$ cat src/adc_sfr_cfg.svh
// Register map, field positions and timing constants of the converter control block
`ifndef ADC_SFR_CFG_SVH
`define ADC_SFR_CFG_SVH

// ==========================================================================
// Register addresses
`define ADDR_RANGE_RES      8'hD1
`define ADDR_MODE_TIMING    8'hD2
`define ADDR_POWER_CHANNEL  8'hD3
`define ADDR_RESULT_HIGH    8'hD4
`define ADDR_RESULT_LOW     8'hD5
`define REG_RESET           8'h00

// ==========================================================================
// Field positions
`define PWR_BIT             7
`define BUSY_BIT            6
`define CHSEL_HI            5
`define CHSEL_LO            2
`define REFSEL_HI           1
`define REFSEL_LO           0
`define DIFFM_HI            7
`define DIFFM_LO            6
`define CONT_BIT            5
`define RATE_HI             4
`define RATE_LO             2
`define TACQ_HI             1
`define TACQ_LO             0
`define RESOL_HI            7
`define RESOL_LO            6
`define RLJUST_BIT          5
`define UFLOW_BIT           4
`define OFLOW_BIT           3
`define RANGE_BIT           2
`define POWER_WMASK         8'hBF
`define MODE_WMASK          8'hFF
`define RANGE_WMASK         8'hE0

// ==========================================================================
// Codes
`define RATE_STANDBY        3'h3
`define RESOL_6             2'h0
`define RESOL_8             2'h1
`define RESOL_10            2'h2

// ==========================================================================
// Timing, in ns except the busy delay in cycles, and clock period
`define CLK_PERIOD_NS       20
`define BUSY_DELAY_CYC      4
`define TACQ0_NS            750
`define TACQ1_NS            3000
`define TACQ2_NS            12000
`define TACQ3_NS            36000
`define PDD1_NS             6000
`define PDD2_NS             24000
`define RATE0_NS            500000
`define RATE1_NS            250000
`define RATE2_NS            125000
`define RATE3_NS            62500
`define CYC(ns)             (((ns) + `CLK_PERIOD_NS - 1) / `CLK_PERIOD_NS)

`endif

$ cat src/adc_sfr_pkg.sv
// Types shared by the converter control block
`default_nettype none
package adc_sfr_pkg;

  // ==========================================================================
  // Register bus request
  typedef struct packed {
    logic       wr;
    logic       rd;
    logic [7:0] addr;
    logic [7:0] wdata;
  } sfr_req_t;

  // ==========================================================================
  // Analog core control
  typedef struct packed {
    logic       power_up;
    logic       standby;
    logic       analog_pins;
    logic       sample;
    logic       convert;
    logic [3:0] channel;
    logic [1:0] reference;
    logic [1:0] diff_mode;
    logic [1:0] resolution;
  } analog_ctrl_t;

  typedef enum logic [5:0] {
    ST_IDLE    = 6'b000001,
    ST_DELAY   = 6'b000010,
    ST_ACQ     = 6'b000100,
    ST_CONV    = 6'b001000,
    ST_PDWAIT  = 6'b010000,
    ST_RATEWT  = 6'b100000
  } conv_state_t;

endpackage : adc_sfr_pkg
`default_nettype wire

$ cat src/adc_sfr_control.sv
// Register interface and conversion sequencer of the on-chip converter
// ==========================================================================
`timescale 1ns/10ps
`default_nettype none
`include "adc_sfr_cfg.svh"

module adc_sfr_control #(
  parameter int TW = 16,
  parameter int CONV_NS = 2300
) (
  input  wire logic                     core_clk_i,
  input  wire logic                     rstn_i,
  input  wire adc_sfr_pkg::sfr_req_t    sfr_req_i,
  input  wire logic                     conv_done_i,
  input  wire logic [11:0]              conv_data_i,
  output logic      [7:0]               sfr_rdata_o,
  output logic                          conversion_done_irq_o,
  output adc_sfr_pkg::analog_ctrl_t     analog_ctrl_o
);

  // ==========================================================================
  // Timing counts
  localparam logic [TW-1:0] ACQ0 = TW'(`CYC(`TACQ0_NS));
  localparam logic [TW-1:0] ACQ1 = TW'(`CYC(`TACQ1_NS));
  localparam logic [TW-1:0] ACQ2 = TW'(`CYC(`TACQ2_NS));
  localparam logic [TW-1:0] ACQ3 = TW'(`CYC(`TACQ3_NS));
  localparam logic [TW-1:0] PDD1 = TW'(`CYC(`PDD1_NS));
  localparam logic [TW-1:0] PDD2 = TW'(`CYC(`PDD2_NS));
  localparam logic [TW-1:0] RT0  = TW'(`RATE0_NS / `CLK_PERIOD_NS);
  localparam logic [TW-1:0] RT1  = TW'(`RATE1_NS / `CLK_PERIOD_NS);
  localparam logic [TW-1:0] RT2  = TW'(`RATE2_NS / `CLK_PERIOD_NS);
  localparam logic [TW-1:0] RT3  = TW'(`RATE3_NS / `CLK_PERIOD_NS);
  localparam logic [TW-1:0] CONV = TW'(`CYC(CONV_NS));
  localparam logic [TW-1:0] BUSYD = TW'(`BUSY_DELAY_CYC - 1);

  // ==========================================================================
  // State
  typedef struct packed {
    logic [7:0]               pwr_cfg;
    logic [7:0]               mode_cfg;
    logic [7:0]               range_cfg;
    adc_sfr_pkg::conv_state_t st;
    logic                     busy;
    logic                     standby;
    logic                     irq;
    logic [7:0]               rdata;
    logic [TW-1:0]            period;
    logic                     done_meta;
    logic                     done_sync;
  } ctrl_state_t;

  ctrl_state_t s;
  ctrl_state_t next_s;

  logic        timer_load;
  logic [TW-1:0] timer_count;
  logic        timer_done;
  logic        result_load;
  logic [15:0] result;
  logic        uflow;
  logic        oflow;

  adc_cycle_timer #(
    .WIDTH (TW)
  ) u_timer (
    .core_clk_i (core_clk_i),
    .rstn_i     (rstn_i),
    .load_i     (timer_load),
    .count_i    (timer_count),
    .done_o     (timer_done)
  );

  adc_result_format u_format (
    .core_clk_i (core_clk_i),
    .rstn_i     (rstn_i),
    .load_i     (result_load),
    .raw_i      (conv_data_i),
    .resol_i    (s.range_cfg[`RESOL_HI:`RESOL_LO]),
    .rljust_i   (s.range_cfg[`RLJUST_BIT]),
    .result_o   (result),
    .uflow_o    (uflow),
    .oflow_o    (oflow)
  );

  // ==========================================================================
  // Decoded fields
  logic       cont;
  logic [2:0] rate;
  logic [1:0] tacq;
  logic [TW-1:0] acq_cycles;
  logic [TW-1:0] rate_cycles;
  logic [TW-1:0] pdd_cycles;
  logic       start_wr;

  always_comb begin
    cont   = s.mode_cfg[`CONT_BIT];
    rate   = s.mode_cfg[`RATE_HI:`RATE_LO];
    tacq   = s.mode_cfg[`TACQ_HI:`TACQ_LO];
    unique case (tacq)
      2'h0:    acq_cycles = ACQ0;
      2'h1:    acq_cycles = ACQ1;
      2'h2:    acq_cycles = ACQ2;
      default: acq_cycles = ACQ3;
    endcase
    // Reserved rate codes fall back to the slowest rate
    unique case (rate)
      3'h1:    rate_cycles = RT1;
      3'h2:    rate_cycles = RT2;
      3'h3:    rate_cycles = RT3;
      default: rate_cycles = RT0;
    endcase
    unique case (rate)
      3'h1:    pdd_cycles = PDD1;
      3'h2:    pdd_cycles = PDD2;
      default: pdd_cycles = '0;
    endcase
    start_wr = sfr_req_i.wr && (sfr_req_i.addr == `ADDR_POWER_CHANNEL)
               && sfr_req_i.wdata[`PWR_BIT];
  end

  // ==========================================================================
  // Sequencer and registers
  always_comb begin
    next_s      = s;
    next_s.irq  = 1'b0;
    timer_load  = 1'b0;
    timer_count = '0;
    result_load = 1'b0;

    // Analog done crosses in through two flops; data is held while done stands
    next_s.done_meta = conv_done_i;
    next_s.done_sync = s.done_meta;

    // Register writes; read-only and unused bits masked
    if (sfr_req_i.wr) begin
      unique case (sfr_req_i.addr)
        `ADDR_POWER_CHANNEL: next_s.pwr_cfg = sfr_req_i.wdata & `POWER_WMASK;
        `ADDR_MODE_TIMING:   next_s.mode_cfg = sfr_req_i.wdata & `MODE_WMASK;
        `ADDR_RANGE_RES:     next_s.range_cfg = sfr_req_i.wdata & `RANGE_WMASK;
        default: ;
      endcase
    end

    // Continuous period counter runs beside the phase timer
    if (s.period != '0) begin
      next_s.period = s.period - 1'b1;
    end

    unique case (s.st)
      adc_sfr_pkg::ST_IDLE: ;
      adc_sfr_pkg::ST_DELAY: begin
        if (timer_done) begin
          next_s.busy = 1'b1;
          next_s.st   = adc_sfr_pkg::ST_ACQ;
          timer_load  = 1'b1;
          timer_count = acq_cycles;
        end
      end
      adc_sfr_pkg::ST_ACQ: begin
        if (timer_done) begin
          next_s.st   = adc_sfr_pkg::ST_CONV;
          timer_load  = 1'b1;
          timer_count = CONV;
        end
      end
      adc_sfr_pkg::ST_CONV: begin
        if (timer_done && s.done_sync) begin
          result_load = 1'b1;
          next_s.busy = 1'b0;
          next_s.irq  = 1'b1;
          if (cont) begin
            next_s.st = adc_sfr_pkg::ST_RATEWT;
          end else if (rate == `RATE_STANDBY) begin
            next_s.standby = 1'b1;
            next_s.st      = adc_sfr_pkg::ST_IDLE;
          end else begin
            next_s.standby = 1'b1;
            next_s.st      = adc_sfr_pkg::ST_PDWAIT;
            timer_load     = 1'b1;
            timer_count    = pdd_cycles;
          end
        end
      end
      adc_sfr_pkg::ST_PDWAIT: begin
        if (timer_done) begin
          next_s.standby = 1'b0;
          next_s.st      = adc_sfr_pkg::ST_IDLE;
        end
      end
      adc_sfr_pkg::ST_RATEWT: begin
        if (s.period == '0 || s.period == {{(TW-1){1'b0}}, 1'b1}) begin
          next_s.st     = adc_sfr_pkg::ST_DELAY;
          next_s.period = rate_cycles;
          timer_load    = 1'b1;
          timer_count   = BUSYD;
        end
      end
      default: next_s.st = adc_sfr_pkg::ST_IDLE;
    endcase

    // Start write aborts anything in flight
    if (start_wr) begin
      next_s.st     = adc_sfr_pkg::ST_DELAY;
      next_s.busy   = 1'b0;
      next_s.irq    = 1'b0;
      next_s.period = rate_cycles;
      timer_load    = 1'b1;
      timer_count   = BUSYD;
      result_load   = 1'b0;
    end

    // Clearing power stops everything, standby included
    if (!next_s.pwr_cfg[`PWR_BIT]) begin
      next_s.st      = adc_sfr_pkg::ST_IDLE;
      next_s.busy    = 1'b0;
      next_s.standby = 1'b0;
      next_s.irq     = 1'b0;
      result_load    = 1'b0;
    end

    // Read data registered for a one-cycle read latency
    next_s.rdata = 8'h00;
    if (sfr_req_i.rd) begin
      unique case (sfr_req_i.addr)
        `ADDR_POWER_CHANNEL: begin
          next_s.rdata = s.pwr_cfg;
          next_s.rdata[`BUSY_BIT] = s.busy;
        end
        `ADDR_MODE_TIMING: next_s.rdata = s.mode_cfg;
        `ADDR_RANGE_RES: begin
          next_s.rdata = s.range_cfg;
          next_s.rdata[`UFLOW_BIT] = uflow;
          next_s.rdata[`OFLOW_BIT] = oflow;
          next_s.rdata[`RANGE_BIT] = uflow | oflow;
        end
        `ADDR_RESULT_HIGH: next_s.rdata = result[15:8];
        `ADDR_RESULT_LOW:  next_s.rdata = result[7:0];
        default: next_s.rdata = 8'h00;
      endcase
    end
  end

  always_ff @(posedge core_clk_i or negedge rstn_i) begin
    if (!rstn_i) begin
      s.pwr_cfg   <= `REG_RESET;
      s.mode_cfg  <= `REG_RESET;
      s.range_cfg <= `REG_RESET;
      s.st        <= adc_sfr_pkg::ST_IDLE;
      s.busy      <= 1'b0;
      s.standby   <= 1'b0;
      s.irq       <= 1'b0;
      s.rdata     <= 8'h00;
      s.period    <= '0;
      s.done_meta <= 1'b0;
      s.done_sync <= 1'b0;
    end else begin
      s <= next_s;
    end
  end

  // ==========================================================================
  // Outputs
  always_ff @(posedge core_clk_i or negedge rstn_i) begin
    if (!rstn_i) begin
      analog_ctrl_o <= '0;
    end else begin
      analog_ctrl_o.power_up    <= next_s.busy || next_s.st == adc_sfr_pkg::ST_DELAY;
      analog_ctrl_o.standby     <= next_s.standby;
      analog_ctrl_o.analog_pins <= next_s.pwr_cfg[`PWR_BIT];
      analog_ctrl_o.sample      <= next_s.st == adc_sfr_pkg::ST_ACQ;
      analog_ctrl_o.convert     <= next_s.st == adc_sfr_pkg::ST_CONV;
      analog_ctrl_o.channel     <= next_s.pwr_cfg[`CHSEL_HI:`CHSEL_LO];
      analog_ctrl_o.reference   <= next_s.pwr_cfg[`REFSEL_HI:`REFSEL_LO];
      analog_ctrl_o.diff_mode   <= next_s.mode_cfg[`DIFFM_HI:`DIFFM_LO];
      analog_ctrl_o.resolution  <= next_s.range_cfg[`RESOL_HI:`RESOL_LO];
    end
  end

  assign sfr_rdata_o           = s.rdata;
  assign conversion_done_irq_o = s.irq;

endmodule : adc_sfr_control
`default_nettype wire

$ cat src/adc_result_format.sv
// Justifies a raw conversion word into the result register pair
`timescale 1ns/10ps
`default_nettype none
`include "adc_sfr_cfg.svh"

module adc_result_format (
  input  wire logic        core_clk_i,
  input  wire logic        rstn_i,
  input  wire logic        load_i,
  input  wire logic [11:0] raw_i,
  input  wire logic [1:0]  resol_i,
  input  wire logic        rljust_i,
  output logic      [15:0] result_o,
  output logic             uflow_o,
  output logic             oflow_o
);

  // ==========================================================================
  // Width masking
  logic [11:0] right;
  logic [15:0] justified;
  logic [11:0] all_ones;

  always_comb begin
    unique case (resol_i)
      `RESOL_6:  all_ones = 12'h03F;
      `RESOL_8:  all_ones = 12'h0FF;
      `RESOL_10: all_ones = 12'h3FF;
      default:   all_ones = 12'hFFF;
    endcase
    // Raw word is right aligned; unused bits forced to zero
    right = raw_i & all_ones;
    if (rljust_i) begin
      justified = {4'h0, right};
    end else begin
      unique case (resol_i)
        `RESOL_6:  justified = {right[5:0], 10'h000};
        `RESOL_8:  justified = {right[7:0], 8'h00};
        `RESOL_10: justified = {right[9:0], 6'h00};
        default:   justified = {right, 4'h0};
      endcase
    end
  end

  // ==========================================================================
  // Registered result and range flags
  always_ff @(posedge core_clk_i or negedge rstn_i) begin
    if (!rstn_i) begin
      result_o <= 16'h0000;
      uflow_o  <= 1'b0;
      oflow_o  <= 1'b0;
    end else if (load_i) begin
      result_o <= justified;
      uflow_o  <= (right == 12'h000);
      oflow_o  <= (right == all_ones);
    end
  end

endmodule : adc_result_format
`default_nettype wire

$ cat src/adc_cycle_timer.sv
// Down counter that times each phase of a conversion
`timescale 1ns/10ps
`default_nettype none

module adc_cycle_timer #(
  parameter int WIDTH = 16
) (
  input  wire logic             core_clk_i,
  input  wire logic             rstn_i,
  input  wire logic             load_i,
  input  wire logic [WIDTH-1:0] count_i,
  output logic                  done_o
);

  logic [WIDTH-1:0] count;

  // Done is a level while the count rests at zero
  always_ff @(posedge core_clk_i or negedge rstn_i) begin
    if (!rstn_i) begin
      count  <= '0;
      done_o <= 1'b1;
    end else if (load_i) begin
      count  <= count_i;
      done_o <= (count_i == '0);
    end else if (count != '0) begin
      count  <= count - 1'b1;
      done_o <= (count == {{(WIDTH-1){1'b0}}, 1'b1});
    end
  end

endmodule : adc_cycle_timer
`default_nettype wire

$ cat config.mk
export PLATFORM = sky130hd
export DESIGN_NAME = adc_sfr_control
export DESIGN_NICKNAME = d
export VERILOG_FILES = /design/src/adc_sfr_pkg.sv /design/src/adc_sfr_control.sv /design/src/adc_result_format.sv /design/src/adc_cycle_timer.sv
export VERILOG_INCLUDE_DIRS = /design/src
export SDC_FILE = /design/constraint.sdc
export NUM_CORES = 1
export LEC_CHECK = 0
export BUFFER_PORTS_ARGS = -buffer_cell sky130_fd_sc_hd__buf_2
export CAP_MARGIN = 30
export CORE_ASPECT_RATIO = 0.5
export CORE_MARGIN = 2
export CORE_UTILIZATION = 35
export CTS_CLUSTER_SIZE = 14
export DETAILED_ROUTE_END_ITERATION = 10
export SETUP_SLACK_MARGIN = 0.2
export SYNTH_ARGS = -nofsm -noshare
export SYNTH_HDL_FRONTEND = slang
export SYNTH_SLANG_ARGS = --single-unit
$ cat constraint.sdc
create_clock -name core_clk_i -period 3 [get_ports core_clk_i]
set_input_delay 0.6 -clock core_clk_i [delete_from_list [all_inputs] [get_ports core_clk_i]]
set_output_delay 0.6 -clock core_clk_i [all_outputs]
set_load 0.005 [all_outputs]
==> flow_summary_export.csv <==
group,metric,value,unit
global_route,grt_max_degree,48,
floorplanning,design.core.area,14740,um^2
drt,ant_nets,0,
setup_path,critical_path.startpoint,"s[33]$_DFF_PN0_",
clocking,cts-root-to-sink-buffers,2,
setup_path,critPathMaxFanout,16,
floorplanning,num_io_pins,57,
layout,diodes_inserted,0,
clocking,cts-htree-levels,3,
place,gpl.final_weighted_congestion,0.8652,
power_and_ir_drop,totalPowerFinal,3.165,mW
synth,async_set_or_reset_register_ratio_after_synthesis,100.0,%
setup_path,crit_type,"flip-flop to flip-flop",
layout,area_growth,11.22,%
job,max_cap_viol,0,
power_and_ir_drop,total_leakage_power,2.565,nW
layout,nets,649,
setup_path,worst_setup_path_end_kind,"flip-flop",
layout,leading_cell_type_in_the_layout_fill_and_taps_excluded,"sky130_fd_sc_hd__dfrtp_1",
floorplanning,starting_density_of_the_core,36.55,%
synth,mappedNetlistArea,5388,um^2
hold_path,hold_class,"primary input to asynchronous set/reset pin",
clocking,postCtsSetupRepairBufs,0,
synth,synth_largest_type_area_fraction,41.34,%
sta,maxSlewViolCount,0,
run_status,outcome,"finished, final reports clean",
layout,final_layout_size_suffix_gt1_share,19.58,%
setup_path,arrival,2.79,ns
drt,route.detailed.vias_per_inst,5.343,
sta,postLayoutSetupSlackWorst,0.4857,ns
synth,synth_warnings,0,
drt,wire_per_inst,16.25,um
floorplanning,die_y,91.73,um
drt,first_iter_violations,294,
floorplanning,number_of_placement_rows,31,
sta,slew-limit-headroom,35.85,%
power_and_ir_drop,worst_ir_drop_vdd,0.0002764,V
clocking,clk_slew_on_worst_s_h_paths,0.07,ns
drt,dr.pass1.iters,7,
place,port_buffers,56,
clocking,cts-root-buf,"sky130_fd_sc_hd__clkbuf_16",
place,place_hpwl,9847,um
setup_path,reg2reg_from,"s[33]$_DFF_PN0_",
sta,finalSetupViolCount,0,
synth,synthesis.nets,624,
drt,drc_errors,0,
synth,primary_ff_master_synth,"sky130_fd_sc_hd__dfrtp_1",
clocking,post_cts_resize_count,0,
sta,timing.final.hold_violations,0,
clocking,cts_hold_buffers,0,
power_and_ir_drop,p_per_area,528.2,nW/um^2
clocking,cts.sink_count,91,
global_route,grt_first_pass_wirelength,22140,um
drt,num_vias,4333,
global_route,grt_overflow,0,
clocking,tritoncts,"yes",
synth,postSynthAreaPerCell,9.241,um^2
layout,post-route-util,40.65,%
synth,postSynthRegisterBits,91,
global_route,grt_use_total,16.41,%
synth,synth_top_cell_by_area,"sky130_fd_sc_hd__dfrtp_1",
floorplanning,die_x,179.5,um
sta,final.min_clock_period,2.514,ns
sta,totalNegativeSetupSlack,0,ns
synth,synthDistinctLibCells,67,
setup_path,setup.worst_path.start_class,"flip-flop",
sta,rsz0062_at_grt,"false",
global_route,antenna_found_initial,0,
synth,leading_post_synthesis_cells_by_cell_area,"sky130_fd_sc_hd__dfrtp_1, sky130_fd_sc_hd__nand2_1, sky130_fd_sc_hd__nor2_1",
layout,most-common-layout-cells,"sky130_fd_sc_hd__dfrtp_1, sky130_fd_sc_hd__nand2_1, sky130_fd_sc_hd__nor2_1",
sta,worst_pin_slew,0.9587,ns
setup_path,critPathRequiredTime,3.28,ns
floorplanning,die_area,16460,um^2
place,pre_cts_ws,0.4492,ns
clocking,cts-buffers-inserted,9,
clocking,insertion_delay,0.34,ns
sta,period_utilization_post_route,83.81,%
synth,synth.yosys.seq_area_share,42.31,%
sta,fin_skew,0.007373,ns
global_route,vias_in_the_first_global_route,4174,
layout,layout.filler_cells,1455,
synth,syn_inst,583,
sta,peak_freq,397.7,MHz
drt,wirelength,13180,um
synth,synth-edff-count,0,
cells in the mapped netlist (all sizes together) (2+ instances only):
cell	instances
dfstp	2
nor3	17
xor2	13
and3	4
ha	8
o211ai	2
dfrtp	89
a31oi	8
a2111o	2
a21oi	44
clkbuf	17
a41oi	4
nor2	64
nand3	18
nand3b	7
mux2i	15
or3	3
nand4b	2
a2bb2oi	2
a222oi	2
buf	33
xnor2	14
nand2	65
o22ai	3
a211o	2
nand2b	7
or4	8
a211oi	8
o21ai	26
a21o	5
a22oi	11
mux2	19
nor4b	2
inv	10
nor3b	3
nand4	4
nor4	14
or2	6
nor2b	7
final timing paths:
| path | endpoint | slack, ns | cells past startpoint |
|---|---|---|---|
| max | u_format.result_o[1]$_DFFE_PN0P_ | 0.49 | 6 |
| min | s[42]$_DFFE_PN0P_ | 0.26 | 1 |
| max reg2reg | u_format.result_o[1]$_DFFE_PN0P_ | 0.49 | 6 |
| min reg2reg | s[0]$_DFF_PN0_ | 0.36 | 0 |
| max in group asynchronous | u_timer.done_o$_DFFE_PN1P_ | 2.03 | 2 |
| min in group core_clk_i | s[0]$_DFF_PN0_ | 0.36 | 0 |
where the power goes:
group,leakage (nW),internal (mW),switching (mW)
combinational,1.25,0.249,0.257
sequential,1.17,1.36,0.165
clock,0.143,0.648,0.484
routing by layer:
metal	wire, um	GRT usage, %	up-vias	part of all wire [%]
met5	0	0	-	0
met4	179	4.065	0	1.4
met3	505	3.495	20	3.8
met2	6088	26.40	104	46
met1	6406	22.57	2085	49
li1	-	-	2124	-
worst max-delay path, stage by stage, from the launching register on:
cell                      delay (ns)
sky130_fd_sc_hd__dfrtp_1        0.50
sky130_fd_sc_hd__or4b_4         0.62
sky130_fd_sc_hd__nor2_4         0.15
sky130_fd_sc_hd__nand3_1        0.13
sky130_fd_sc_hd__nor2_1         0.75
sky130_fd_sc_hd__nand3_1        0.18
sky130_fd_sc_hd__nand2_1        0.11
kinds of logic after synthesis:
family,after synthesis,share of synthesized area (%)
AOI/OAI and AO/OA,126,14.96
xor gates and xnor gates,27,4.389
adders and majority gates,8,1.858
buffers and inverters,60,6.131
DFF,91,42.31
muxes,34,6.758
and+or+nand+nor,237,23.59
metrics by stage:
| stage | hold slack (ns) | instance area [um^2] | instances |
|---|---|---|---|
| floorplan | 0.3044 | 5388 | 583 |
| global placement | 0.3351 | 5698 | 795 |
| detailed placement | 0.3531 | 5698 | 795 |
| CTS | 0.2851 | 5992 | 811 |
| global route | 0.3050 | 5992 | 811 |
| finish | 0.2593 | 5992 | 811 |
sequential cells by signal, summed over array words and instances, names as in the netlist:
name                   count
rate                       3
u_timer.done_o             1
sfr_rdata_o                8
u_format.oflow_o           1
s                         34
u_format.uflow_o           1
u_format.result_o         16
analog_ctrl_o              8
conversion_done_irq_o      1
next_s                     1
u_timer.count             16
cont                       1
layout make-up:
class                      count  area [um^2]  area share (%)
clock buffer                  10        229.0           3.821
clock inverter                 6        65.06           1.086
inverter                      10        37.54          0.6264
multi-input combinational    432         2778           46.36
sequential                    91         2280           38.05
tap                          198        247.7           4.134
timing repair buffer          64        355.3           5.930
No activity file was read; power rests on OpenSTA's default activity.
